===== src/verilog/cmaski_pkg.sv =====
// Package: register map, field positions and reset values of the
// acceptance mask and interrupt bookkeeping block.
// Assumes a 32-bit Avalon-MM slave with word addressing by byte address.
package cmaski_pkg;
    localparam int           NUM_BUF        = 15;
    localparam logic [5:0]   OFS_GMASK_HI   = 6'h00;
    localparam logic [5:0]   OFS_GMASK_LO   = 6'h04;
    localparam logic [5:0]   OFS_BMASK_HI   = 6'h08;
    localparam logic [5:0]   OFS_BMASK_LO   = 6'h0C;
    localparam logic [5:0]   OFS_IRQ_EN     = 6'h10;
    localparam logic [5:0]   OFS_IRQ_PEND   = 6'h14;
    localparam logic [5:0]   OFS_IRQ_CLR    = 6'h18;
    localparam logic [5:0]   OFS_CODE_EN    = 6'h1C;
    localparam logic [5:0]   OFS_STATUS     = 6'h20;
    localparam logic [5:0]   OFS_CONFIG     = 6'h24;
    localparam logic [15:0]  RST_REG16      = 16'h0000;
    localparam int           ERR_BIT        = 15;
    localparam int           CFG_ERR_TYPE   = 0;
    localparam int           MH_RTR         = 4;
    localparam int           MH_IDE         = 3;
    localparam int           ML_EXTENDED_REMOTE_MASK_BIT        = 0;
    localparam logic [2:0]   NS_NOT_ACTIVE  = 3'h0;
    localparam logic [4:0]   CODE_NONE      = 5'h00;
    localparam logic [4:0]   CODE_ERROR     = 5'h10;
    localparam int           ST_NS_LSB      = 5;
    localparam int           ST_REQ_BIT     = 4;
endpackage


===== src/verilog/cmaski_cmp_if.sv =====
// Interface: frame and stored identifier handed to the mask comparator.
// Assumes both ends run on the same clock as the top module.
`timescale 1ns/1ps
interface cmaski_cmp_if;
    logic [31:0] mask;      // Mask in hi:lo register layout
    logic [28:0] rx_id;     // Received identifier
    logic        rx_ide;    // Received IDE
    logic        rx_rtr;    // Received RTR
    logic        rx_srr;    // Received SRR
    logic [28:0] buf_id;    // Stored identifier
    logic        buf_ide;   // Stored IDE
    logic        buf_rtr;   // Stored RTR
    logic        buf_srr;   // Stored SRR
    logic        match;     // Frame accepted
    logic [28:0] new_id;    // Stored identifier after merge
    logic        new_rtr;   // Stored RTR after merge
    logic        new_srr;   // Stored SRR after merge
    modport top (output mask, rx_id, rx_ide, rx_rtr, rx_srr, buf_id, buf_ide,
                 buf_rtr, buf_srr, input match, new_id, new_rtr, new_srr);
    modport cmp (input mask, rx_id, rx_ide, rx_rtr, rx_srr, buf_id, buf_ide,
                 buf_rtr, buf_srr, output match, new_id, new_rtr, new_srr);
endinterface


===== src/verilog/cmaski_match.sv =====
// Mask comparator: applies one 32-bit mask to a received frame.
// Assumes the mask arrives in the high:low register layout.
`timescale 1ns/1ps
module cmaski_match
    import cmaski_pkg::*;
(
    cmaski_cmp_if.cmp c     // Comparison operands and result
);
    wire [28:0] id_dc    = {c.mask[31:21], c.mask[18:16], c.mask[15:1]};
    wire        rtr_dc   = c.mask[16 + MH_RTR];
    wire        ide_dc   = c.mask[16 + MH_IDE];
    wire        extended_remote_mask_bit_dc  = c.mask[ML_EXTENDED_REMOTE_MASK_BIT];
    wire [28:0] id_diff  = (c.rx_id ^ c.buf_id) & ~id_dc;
    // Standard frames keep their 11-bit id in bits 28..18
    wire        std_ok   = (id_diff[28:18] == 11'h000)
                           && (rtr_dc || c.rx_rtr == c.buf_rtr);
    wire        ext_ok   = (id_diff == 29'h00000000)
                           && (rtr_dc || c.rx_srr == c.buf_srr)
                           && (extended_remote_mask_bit_dc || c.rx_rtr == c.buf_rtr);
    wire        ide_ok   = ide_dc || (c.rx_ide == c.buf_ide);
    wire [28:0] std_dc   = {id_dc[28:18], 18'h00000};
    wire [28:0] use_dc   = c.rx_ide ? id_dc : std_dc;
    wire        rtr_sel  = c.rx_ide ? extended_remote_mask_bit_dc : rtr_dc;

    assign c.match   = ide_ok && (c.rx_ide ? ext_ok : std_ok);
    // Don't-care bits take the received value on acceptance; standard frames merge only bits 28..18
    assign c.new_id  = (c.buf_id & ~use_dc) | (c.rx_id & use_dc);
    assign c.new_rtr = rtr_sel ? c.rx_rtr : c.buf_rtr;
    assign c.new_srr = (c.rx_ide && rtr_dc) ? c.rx_srr : c.buf_srr;
endmodule


===== src/verilog/cmaski_top.sv =====
// Acceptance masks, interrupt pending/enable/code and node status.
// Assumes an Avalon-MM master and a protocol engine on the same clock.
`timescale 1ns/1ps
module cmaski_top
    import cmaski_pkg::*;
(
    input  wire logic        i_clock,             // 200 MHz clock
    input  wire logic        i_sys_rst,           // Async reset, high
    input  wire logic [5:0]  i_avs_address,       // Byte address
    input  wire logic        i_avs_read,          // Read request
    input  wire logic        i_avs_write,         // Write request
    input  wire logic [31:0] i_avs_writedata,     // Write data
    input  wire logic [3:0]  i_avs_byteenable,    // Byte lanes
    output logic      [31:0] o_avs_readdata,      // Read data
    output logic             o_avs_waitrequest,   // Stall
    input  wire logic        i_rx_check,          // Compare request
    input  wire logic        i_rx_use_buf14,      // Apply buffer 14 mask
    input  wire logic [28:0] i_rx_id,             // Received identifier
    input  wire logic        i_rx_ide,            // Received IDE
    input  wire logic        i_rx_rtr,            // Received RTR
    input  wire logic        i_rx_srr,            // Received SRR
    input  wire logic [28:0] i_buf_id,            // Stored identifier
    input  wire logic        i_buf_ide,           // Stored IDE
    input  wire logic        i_buf_rtr,           // Stored RTR
    input  wire logic        i_buf_srr,           // Stored SRR
    output logic             o_rx_accept,         // Frame accepted
    output logic      [28:0] o_new_id,            // Id to store back
    output logic             o_new_rtr,           // RTR to store back
    output logic             o_new_srr,           // SRR to store back
    input  wire logic [14:0] i_buf_done,          // Transfer done pulses
    input  wire logic        i_bus_error,         // Bus error pulse
    input  wire logic        i_cnt_incr,          // Error counter bumped
    input  wire logic [2:0]  i_node_state,        // Engine node state
    output logic             o_irq                // Interrupt request
);
    ////////////////////////////////////////////////////////////////////
    // Registers
    logic [15:0] gmask_hi, gmask_lo, bmask_hi, bmask_lo;
    logic [15:0] irq_enable, irq_pending, irq_code_enable, config_reg;
    logic [2:0]  ns_s1, node_state;
    logic        ack;
    logic [31:0] rdata;
    logic [2:0]  ns_prev;

    function automatic logic [15:0] merge16(input logic [15:0] old,
                                            input logic [31:0] wd,
                                            input logic [3:0] be);
        merge16 = {be[1] ? wd[15:8] : old[15:8], be[0] ? wd[7:0] : old[7:0]};
    endfunction

    ////////////////////////////////////////////////////////////////////
    // Bus decode: one wait cycle, answer on second cycle
    wire         req        = i_avs_read | i_avs_write;
    wire         wr_take    = i_avs_write & ack;
    wire         sel_gh     = i_avs_address == OFS_GMASK_HI;
    wire         sel_gl     = i_avs_address == OFS_GMASK_LO;
    wire         sel_bh     = i_avs_address == OFS_BMASK_HI;
    wire         sel_bl     = i_avs_address == OFS_BMASK_LO;
    wire         sel_en     = i_avs_address == OFS_IRQ_EN;
    wire         sel_pd     = i_avs_address == OFS_IRQ_PEND;
    wire         sel_clr    = i_avs_address == OFS_IRQ_CLR;
    wire         sel_ce     = i_avs_address == OFS_CODE_EN;
    wire         sel_st     = i_avs_address == OFS_STATUS;
    wire         sel_cfg    = i_avs_address == OFS_CONFIG;
    wire [15:0]  clr_bits   = (wr_take && sel_clr) ?
                              merge16(RST_REG16, i_avs_writedata, i_avs_byteenable)
                              : RST_REG16;
    wire [15:0]  status_word;
    wire [15:0]  rd_mux     = sel_gh  ? gmask_hi :
                              sel_gl  ? gmask_lo :
                              sel_bh  ? bmask_hi :
                              sel_bl  ? bmask_lo :
                              sel_en  ? irq_enable :
                              sel_pd  ? irq_pending :
                              sel_ce  ? irq_code_enable :
                              sel_st  ? status_word :
                              sel_cfg ? config_reg : RST_REG16;

    assign o_avs_waitrequest = req & ~ack;
    assign o_avs_readdata    = rdata;

    always_ff @(posedge i_clock or posedge i_sys_rst) begin
        if (i_sys_rst) begin
            ack   <= 1'b0;
            rdata <= 32'h00000000;
        end else begin
            ack   <= req & ~ack;
            rdata <= {16'h0000, rd_mux};
        end
    end

    always_ff @(posedge i_clock or posedge i_sys_rst) begin
        if (i_sys_rst) begin
            gmask_hi        <= RST_REG16;
            gmask_lo        <= RST_REG16;
            bmask_hi        <= RST_REG16;
            bmask_lo        <= RST_REG16;
            irq_enable      <= RST_REG16;
            irq_code_enable <= RST_REG16;
            config_reg      <= RST_REG16;
        end else if (wr_take) begin
            // Two halves kept apart, joined only at the comparator
            if (sel_gh)  gmask_hi <= merge16(gmask_hi, i_avs_writedata, i_avs_byteenable);
            if (sel_gl)  gmask_lo <= merge16(gmask_lo, i_avs_writedata, i_avs_byteenable);
            if (sel_bh)  bmask_hi <= merge16(bmask_hi, i_avs_writedata, i_avs_byteenable);
            if (sel_bl)  bmask_lo <= merge16(bmask_lo, i_avs_writedata, i_avs_byteenable);
            if (sel_en)  irq_enable <= merge16(irq_enable, i_avs_writedata, i_avs_byteenable);
            if (sel_ce)  irq_code_enable <= merge16(irq_code_enable, i_avs_writedata,
                                                    i_avs_byteenable);
            if (sel_cfg) config_reg <= {15'h0000, be_cfg_bit(config_reg[CFG_ERR_TYPE])};
        end
    end

    function automatic logic be_cfg_bit(input logic old);
        be_cfg_bit = i_avs_byteenable[0] ? i_avs_writedata[CFG_ERR_TYPE] : old;
    endfunction

    ////////////////////////////////////////////////////////////////////
    // Acceptance compare
    cmaski_cmp_if cmp_bus ();
    assign cmp_bus.mask    = i_rx_use_buf14 ? {bmask_hi, bmask_lo}
                                            : {gmask_hi, gmask_lo};
    assign cmp_bus.rx_id   = i_rx_id;
    assign cmp_bus.rx_ide  = i_rx_ide;
    assign cmp_bus.rx_rtr  = i_rx_rtr;
    assign cmp_bus.rx_srr  = i_rx_srr;
    assign cmp_bus.buf_id  = i_buf_id;
    assign cmp_bus.buf_ide = i_buf_ide;
    assign cmp_bus.buf_rtr = i_buf_rtr;
    assign cmp_bus.buf_srr = i_buf_srr;

    cmaski_match u_match (
        .c (cmp_bus.cmp)
    );

    always_ff @(posedge i_clock or posedge i_sys_rst) begin
        if (i_sys_rst) begin
            o_rx_accept <= 1'b0;
            o_new_id    <= 29'h00000000;
            o_new_rtr   <= 1'b0;
            o_new_srr   <= 1'b0;
        end else begin
            o_rx_accept <= i_rx_check & cmp_bus.match;
            o_new_id    <= cmp_bus.new_id;
            o_new_rtr   <= cmp_bus.new_rtr;
            o_new_srr   <= cmp_bus.new_srr;
        end
    end

    ////////////////////////////////////////////////////////////////////
    // Node state and error events
    always_ff @(posedge i_clock or posedge i_sys_rst) begin
        if (i_sys_rst) begin
            ns_s1      <= NS_NOT_ACTIVE;
            node_state <= NS_NOT_ACTIVE;
            ns_prev    <= NS_NOT_ACTIVE;
        end else begin
            ns_s1      <= i_node_state;
            node_state <= ns_s1;
            ns_prev    <= node_state;
        end
    end

    // Passive and bus-off ignore the low code bit
    wire [2:0] ns_key   = node_state[2] ? {node_state[2:1], 1'b0} : node_state;
    wire [2:0] prev_key = ns_prev[2] ? {ns_prev[2:1], 1'b0} : ns_prev;
    wire       ns_change = ns_key != prev_key;
    // Counter bump and the resulting state can land a cycle apart
    logic      incr_seen;
    always_ff @(posedge i_clock or posedge i_sys_rst) begin
        if (i_sys_rst) incr_seen <= 1'b0;
        else           incr_seen <= i_cnt_incr | (incr_seen & ~ns_change);
    end
    wire       err_event = config_reg[CFG_ERR_TYPE]
                           ? (ns_change & (incr_seen | i_cnt_incr))
                           : i_bus_error;

    ////////////////////////////////////////////////////////////////////
    // Pending flags: a set in the same cycle as a clear wins
    wire [15:0] set_bits     = {err_event, i_buf_done};
    wire [15:0] next_pending = (irq_pending & ~clr_bits) | set_bits;

    always_ff @(posedge i_clock or posedge i_sys_rst) begin
        if (i_sys_rst) irq_pending <= RST_REG16;
        else           irq_pending <= next_pending;
    end

    // Error bit 15, buffers 14..0
    assign o_irq = |(irq_pending & irq_enable);

    ////////////////////////////////////////////////////////////////////
    // Interrupt code, error first then lowest buffer
    wire [15:0] code_src = irq_pending & irq_code_enable;

    function automatic logic [4:0] pick_code(input logic [15:0] src);
        pick_code = CODE_NONE;
        for (int n = NUM_BUF - 1; n >= 0; n--) begin
            if (src[n]) pick_code = {1'b1, 4'(n + 1)};
        end
        if (src[ERR_BIT]) pick_code = CODE_ERROR;
    endfunction

    wire [4:0] irq_code = pick_code(code_src);
    assign status_word = {8'h00, node_state, irq_code};

    ////////////////////////////////////////////////////////////////////
    // Checks
    property p_clr_err;
        @(posedge i_clock) disable iff (i_sys_rst)
        (clr_bits[ERR_BIT] && !err_event) |=> !irq_pending[ERR_BIT];
    endproperty
    a_clr_err: assert property (p_clr_err) else $error("error pending not cleared");

    property p_set_wins;
        @(posedge i_clock) disable iff (i_sys_rst)
        (i_buf_done[0] && clr_bits[0]) |=> irq_pending[0];
    endproperty
    a_set_wins: assert property (p_set_wins) else $error("set lost to clear");

    property p_set_buf;
        @(posedge i_clock) disable iff (i_sys_rst)
        i_buf_done[14] |=> irq_pending[14];
    endproperty
    a_set_buf: assert property (p_set_buf) else $error("buffer pending not set");

    property p_err_hold;
        @(posedge i_clock) disable iff (i_sys_rst)
        (irq_pending[ERR_BIT] && !clr_bits[ERR_BIT]) |=> irq_pending[ERR_BIT];
    endproperty
    a_err_hold: assert property (p_err_hold) else $error("error pending dropped");

    property p_code_err;
        @(posedge i_clock) disable iff (i_sys_rst)
        code_src[ERR_BIT] |-> status_word[4:0] == CODE_ERROR;
    endproperty
    a_code_err: assert property (p_code_err) else $error("error code wrong");

    property p_code_b0;
        @(posedge i_clock) disable iff (i_sys_rst)
        (code_src[ERR_BIT:0] == 16'h0001) |-> status_word[4:0] == 5'h11;
    endproperty
    a_code_b0: assert property (p_code_b0) else $error("buffer 0 code wrong");

    property p_code_masked;
        @(posedge i_clock) disable iff (i_sys_rst)
        (irq_code_enable == 16'h0000) |-> status_word[ST_REQ_BIT] == 1'b0;
    endproperty
    a_code_masked: assert property (p_code_masked) else $error("code shown while disabled");

    property p_irq_gate;
        @(posedge i_clock) disable iff (i_sys_rst)
        (irq_enable[ERR_BIT] == 1'b0 && irq_enable[14:0] == 15'h0000) |-> !o_irq;
    endproperty
    a_irq_gate: assert property (p_irq_gate) else $error("irq with all disabled");

    property p_ns_pass;
        @(posedge i_clock) disable iff (i_sys_rst)
        1'b1 |-> ##2 status_word[7:ST_NS_LSB] == $past(i_node_state, 2);
    endproperty
    a_ns_pass: assert property (p_ns_pass) else $error("node state wrong");
endmodule


===== config.mk =====
export PLATFORM = sky130hd
export DESIGN_NAME = cmaski_top
export DESIGN_NICKNAME = d
export VERILOG_FILES = /design/src/verilog/cmaski_pkg.sv /design/src/verilog/cmaski_cmp_if.sv /design/src/verilog/cmaski_match.sv /design/src/verilog/cmaski_top.sv
export SDC_FILE = /design/constraint.sdc
export NUM_CORES = 1
export LEC_CHECK = 0
export ABC_CLOCK_PERIOD_IN_PS = 10900
export BUFFER_PORTS_ARGS = -buffer_cell sky130_fd_sc_hd__buf_2
export CAP_MARGIN = 0
export CORE_UTILIZATION = 40
export CTS_BUF_LIST = sky130_fd_sc_hd__clkbuf_8
export CTS_CLUSTER_DIAMETER = 150
export CTS_CLUSTER_SIZE = 10
export DETAILED_ROUTE_END_ITERATION = 10
export GPL_TIMING_DRIVEN = 0
export HOLD_SLACK_MARGIN = 0.15
export PLACE_DENSITY_LB_ADDON = 0.2
export SYNTH_ARGS = -nofsm -noshare
export SYNTH_HDL_FRONTEND = slang
export SYNTH_SLANG_ARGS = --single-unit

===== constraint.sdc =====
create_clock -name i_clock -period 10.9 [get_ports i_clock]
set_clock_uncertainty 0.15 [all_clocks]
set_input_delay 1.635 -clock i_clock [delete_from_list [all_inputs] [get_ports i_clock]]
set_output_delay 1.635 -clock i_clock [all_outputs]
set_load 0.01 [all_outputs]

==> summary.txt <==
Run status
  – Status: finished clean

Synthesis
  – Count of different cell masters after synthesis: 57
  – Top cell type by total area after synthesis: dfrtp_1
  – Top_reg_cell synth: dfrtp_1
  – Post-Synthesis Cells: 707
  – Synth Area per Inst: 12.07 sq um
  – EDFF count, synth: 0
  – Area share of the largest cell type after synthesis: 50.45%
  – Register bit total from synthesis: 172
  – Post-Syn Area: 0.008531 sq mm
  – Synth warnings: 0
  – Register area share after synthesis: 50.45%
  – Async set-reset flop share out of synthesis: 100.0%
  – Top post-synthesis cells by area: dfrtp_1, mux2_2, nand2_1

Routing
  – Detailed Routing Iterations Pass 1: 5
  – DR WL/cell: 20.06 microns
  – # DRC: 0
  – Total number of vias: 6,432
  – Post-DRT Antenna Nets: 0
  – Final wirelength: 23,850 microns
  – Routed vias/inst: 5.410
  – DR iter-0 viols: 378

Clocking
  – Post_cts resized: 0
  – CTS buffer count: 17
  – Worst-path clk slew: 0.09 ns
  – Clock root buffer: clkbuf_8
  – Clock sink count: 172
  – Max Buffers Root-to-Sink: 2
  – H-tree levels: 4
  – Later-pin clock latency in the skew report: 0.47 ns
  – CTS tree: yes
  – CTS hold repair buffers: 0
  – Setup Fix Bufs, Post-CTS: 0

Global routing
  – Vias in the first global route: 6,349
  – Global routing usage on met3: 5.031%
  – Global-route wire length before repair: 37,070 microns
  – Global Route met1 Usage: 30.70%
  – GR peak layer: met2
  – Initial antenna violation count: 0
  – Largest net degree at the start of global routing: 118
  – GR Util met2: 35.28%
  – Overflow after GRT: 0
  – Tot GR Track Use: 22.72%

Cells and area
  – Share of layout cells above drive strength 1: 43.44%
  – Largest register FFs: 29
  – Ant diodes: 0
  – Most flops, register: o_new_id
  – Final std cells w/o fill: 1,189
  – Final instance area: 0.01019 sq mm
  – Nets@finish: 1,034
  – Layout area overhead: 19.51%

Power and ir drop
  – Net switching power: 352.5 uW
  – Sw Share: 26.13%
  – Max IR drop VDD: 0.00006153 V
  – Combinational share of power: 13.4%
  – Sequential power share: 50.6%
  – Internal: 996.3 uW
  – Power Density: 132.3 mW/mm^2
  – Total power: 1.349 mW
  – Lkg Pwr: 4.779 nW
  – Clock share of power: 36.1%

Critical path
  – Worst Setup EP: bmask_lo[7]
  – Crit Path Max Fanout: 9
  – Bufs and invs on worst path: 1
  – Setup crit start: i_avs_address[1]
  – Worst EP required: 11.11 ns
  – Crit path depth: 5
  – Crit end category: flop
  – CP max stage cell: nor4_1
  – Setup CP Type: in -> reg
  – CP arrival: 4.08 ns
  – Max stage delay on crit path: 0.96 ns
  – Worst path cell trace: buf_2 -> nor4_1 -> nand3_1 -> nor2_2 -> mux2_2
  – Worst reg-to-reg path cell count: 5
  – Critical R2R Capture: irq_pending[15]
  – Cell family with most CP delay: simple AND/OR/NAND/NOR gates
  – R2R Setup Slk: 8.55 ns
  – Worst flop-to-flop path startpoint: ack
  – CP Launch Type: primary input

Timing
  – Total negative slack: 0 ns
  – Relative slew slack: 23.20%
  – RSZ-0062 raised after global routing: no
  – Worst slew pin tran: 1.141 ns
  – Endpoints failing setup: 0
  – Slew Limit Fails: 0
  – Period minus WS final: 3.868 ns
  – Period utilization: 35.48%
  – Fmax: 258.5 MHz
  – Fin. Hold Viols: 0

Placement
  – Placed Cells: 1,158
  – Placed inst area: 0.009767 sq mm
  – Post-DP HPWL: 17,580 microns
  – # port buffers: 160
  – GPL Wtd Cong: 0.9105

Min path
  – Hold Crit Depth: 0
  – Worst hold path type: reg -> reg

Floorplanning
  – # IOs: 198
  – Total die area: 0.02191 sq mm
  – # rows: 53
  – Overall die width: 148.0 microns
  – Die Y: 148.0 microns
  – Core area: 0.02096 sq mm
  – Initial Utilization: 40.71%

Job
  – Max cap viols: 0
## synthesized netlist by cell type (3+ instances only)
| cell | instances |
|---|---|
| o22ai_1 | 13 |
| a221oi_1 | 13 |
| a221o_1 | 3 |
| a31oi_1 | 3 |
| nor3_4 | 4 |
| nor2_2 | 10 |
| nor4_1 | 3 |
| clkbuf_1 | 13 |
| mux2_2 | 161 |
| dfrtp_1 | 172 |
| a22o_1 | 8 |
| o21ai_0 | 20 |
| xnor2_1 | 20 |
| a22oi_1 | 29 |
| nand2_1 | 74 |
| nor2_1 | 19 |
| nand3_1 | 8 |
| inv_1 | 5 |
| nor3_1 | 5 |
| mux2i_1 | 19 |
| buf_4 | 19 |
| a21oi_1 | 15 |
| xor2_1 | 14 |
| buf_2 | 6 |
| a21o_1 | 16 |
## logic make-up (layout without fill, tap and decap cells)
| kind of cell | count (synthesis) | after routing | synth area share (%) |
|---|---|---|---|
| other | 1 | 16 | 0.04396 |
| buffers and inverters | 44 | 236 | 2.875 |
| AND/OR/NAND/NOR | 139 | 139 | 8.038 |
| multiplexers | 182 | 182 | 23.88 |
| XOR/XNOR | 34 | 34 | 3.491 |
| flip-flops | 172 | 172 | 50.45 |
| AO/OA/AOI/OAI | 135 | 135 | 11.22 |
## power by group through the flow
stage	combinational, mW	clock (mW)	sequential (mW)
2_1_floorplan	0.106	0	0.693
3_3_place_gp	0.177	0	0.694
3_5_place_dp	0.180	0	0.695
4_1_cts	0.181	0.500	0.682
5_1_grt	0.198	0.521	0.686
6_report	0.180	0.486	0.682
## worst register-to-register path, delay by kind of cell (launching register included)
kind / cells / cell delay (ns)
and+or+nand+nor: 4 / 1.42
DFF: 1 / 0.37
AOI/OAI and AO/OA: 1 / 0.31
## routing by layer
metal | part of all wire [%] | vias up
met5 | 0 | -
met4 | 3.2 | 0
met3 | 6.1 | 39
met2 | 46 | 242
met1 | 44 | 3183
li1 | - | 2968
## metrics by stage
stage / hold WS [ns] / worst slack (ns) / util (%)
5_1_grt: 0.2174 / 6.801 / 48.65
4_1_cts: 0.2066 / 7.008 / 48.65
2_1_floorplan: 0.1812 / 4.455 / -
6_report: 0.2030 / 7.032 / 48.65
3_3_place_gp: 0.1830 / 2.302 / 46.44
3_5_place_dp: 0.1856 / 6.515 / 46.61
## final cells by class
| type | instances | area, sq um |
|---|---|---|
| buffer | 39 | 226.5 |
| clock buffer | 21 | 289.0 |
| clock inverter | 10 | 138.9 |
| fill | 1958 | 10760 |
| inverter | 5 | 26.28 |
| multi-input combinational | 506 | 4038 |
| sequential | 172 | 4304 |
| tap | 275 | 344.1 |
| timing repair buffer | 161 | 828.3 |
## worst min-delay path by stage
stage,startpoint,to
2_1_floorplan,ns_s1[0],node_state[0]
3_3_place_gp,ns_s1[0],node_state[0]
3_5_place_dp,ns_s1[2],node_state[2]
4_1_cts,ns_s1[2],node_state[2]
5_1_grt,ns_s1[2],node_state[2]
6_report,ns_s1[2],node_state[2]
## cells in the final DEF (no fill, tap or decap), types with 4 or more instances in the layout
master	instances
dfrtp_1	172
mux2i_1	19
nor3_1	5
a21o_1	16
clkbuf_8	21
nor2_2	10
clkbuf_1	13
o21ai_0	20
buf_4	19
xnor2_1	20
a221oi_1	13
nand3_1	8
a22oi_1	29
conb_1	16
a21oi_1	15
buf_2	166
xor2_1	14
nand2_1	74
mux2_2	161
a22o_1	8
nor3_4	4
nor2_1	19
inv_1	4
o22ai_1	13
Note: power is estimated with default switching activity, not from simulation.
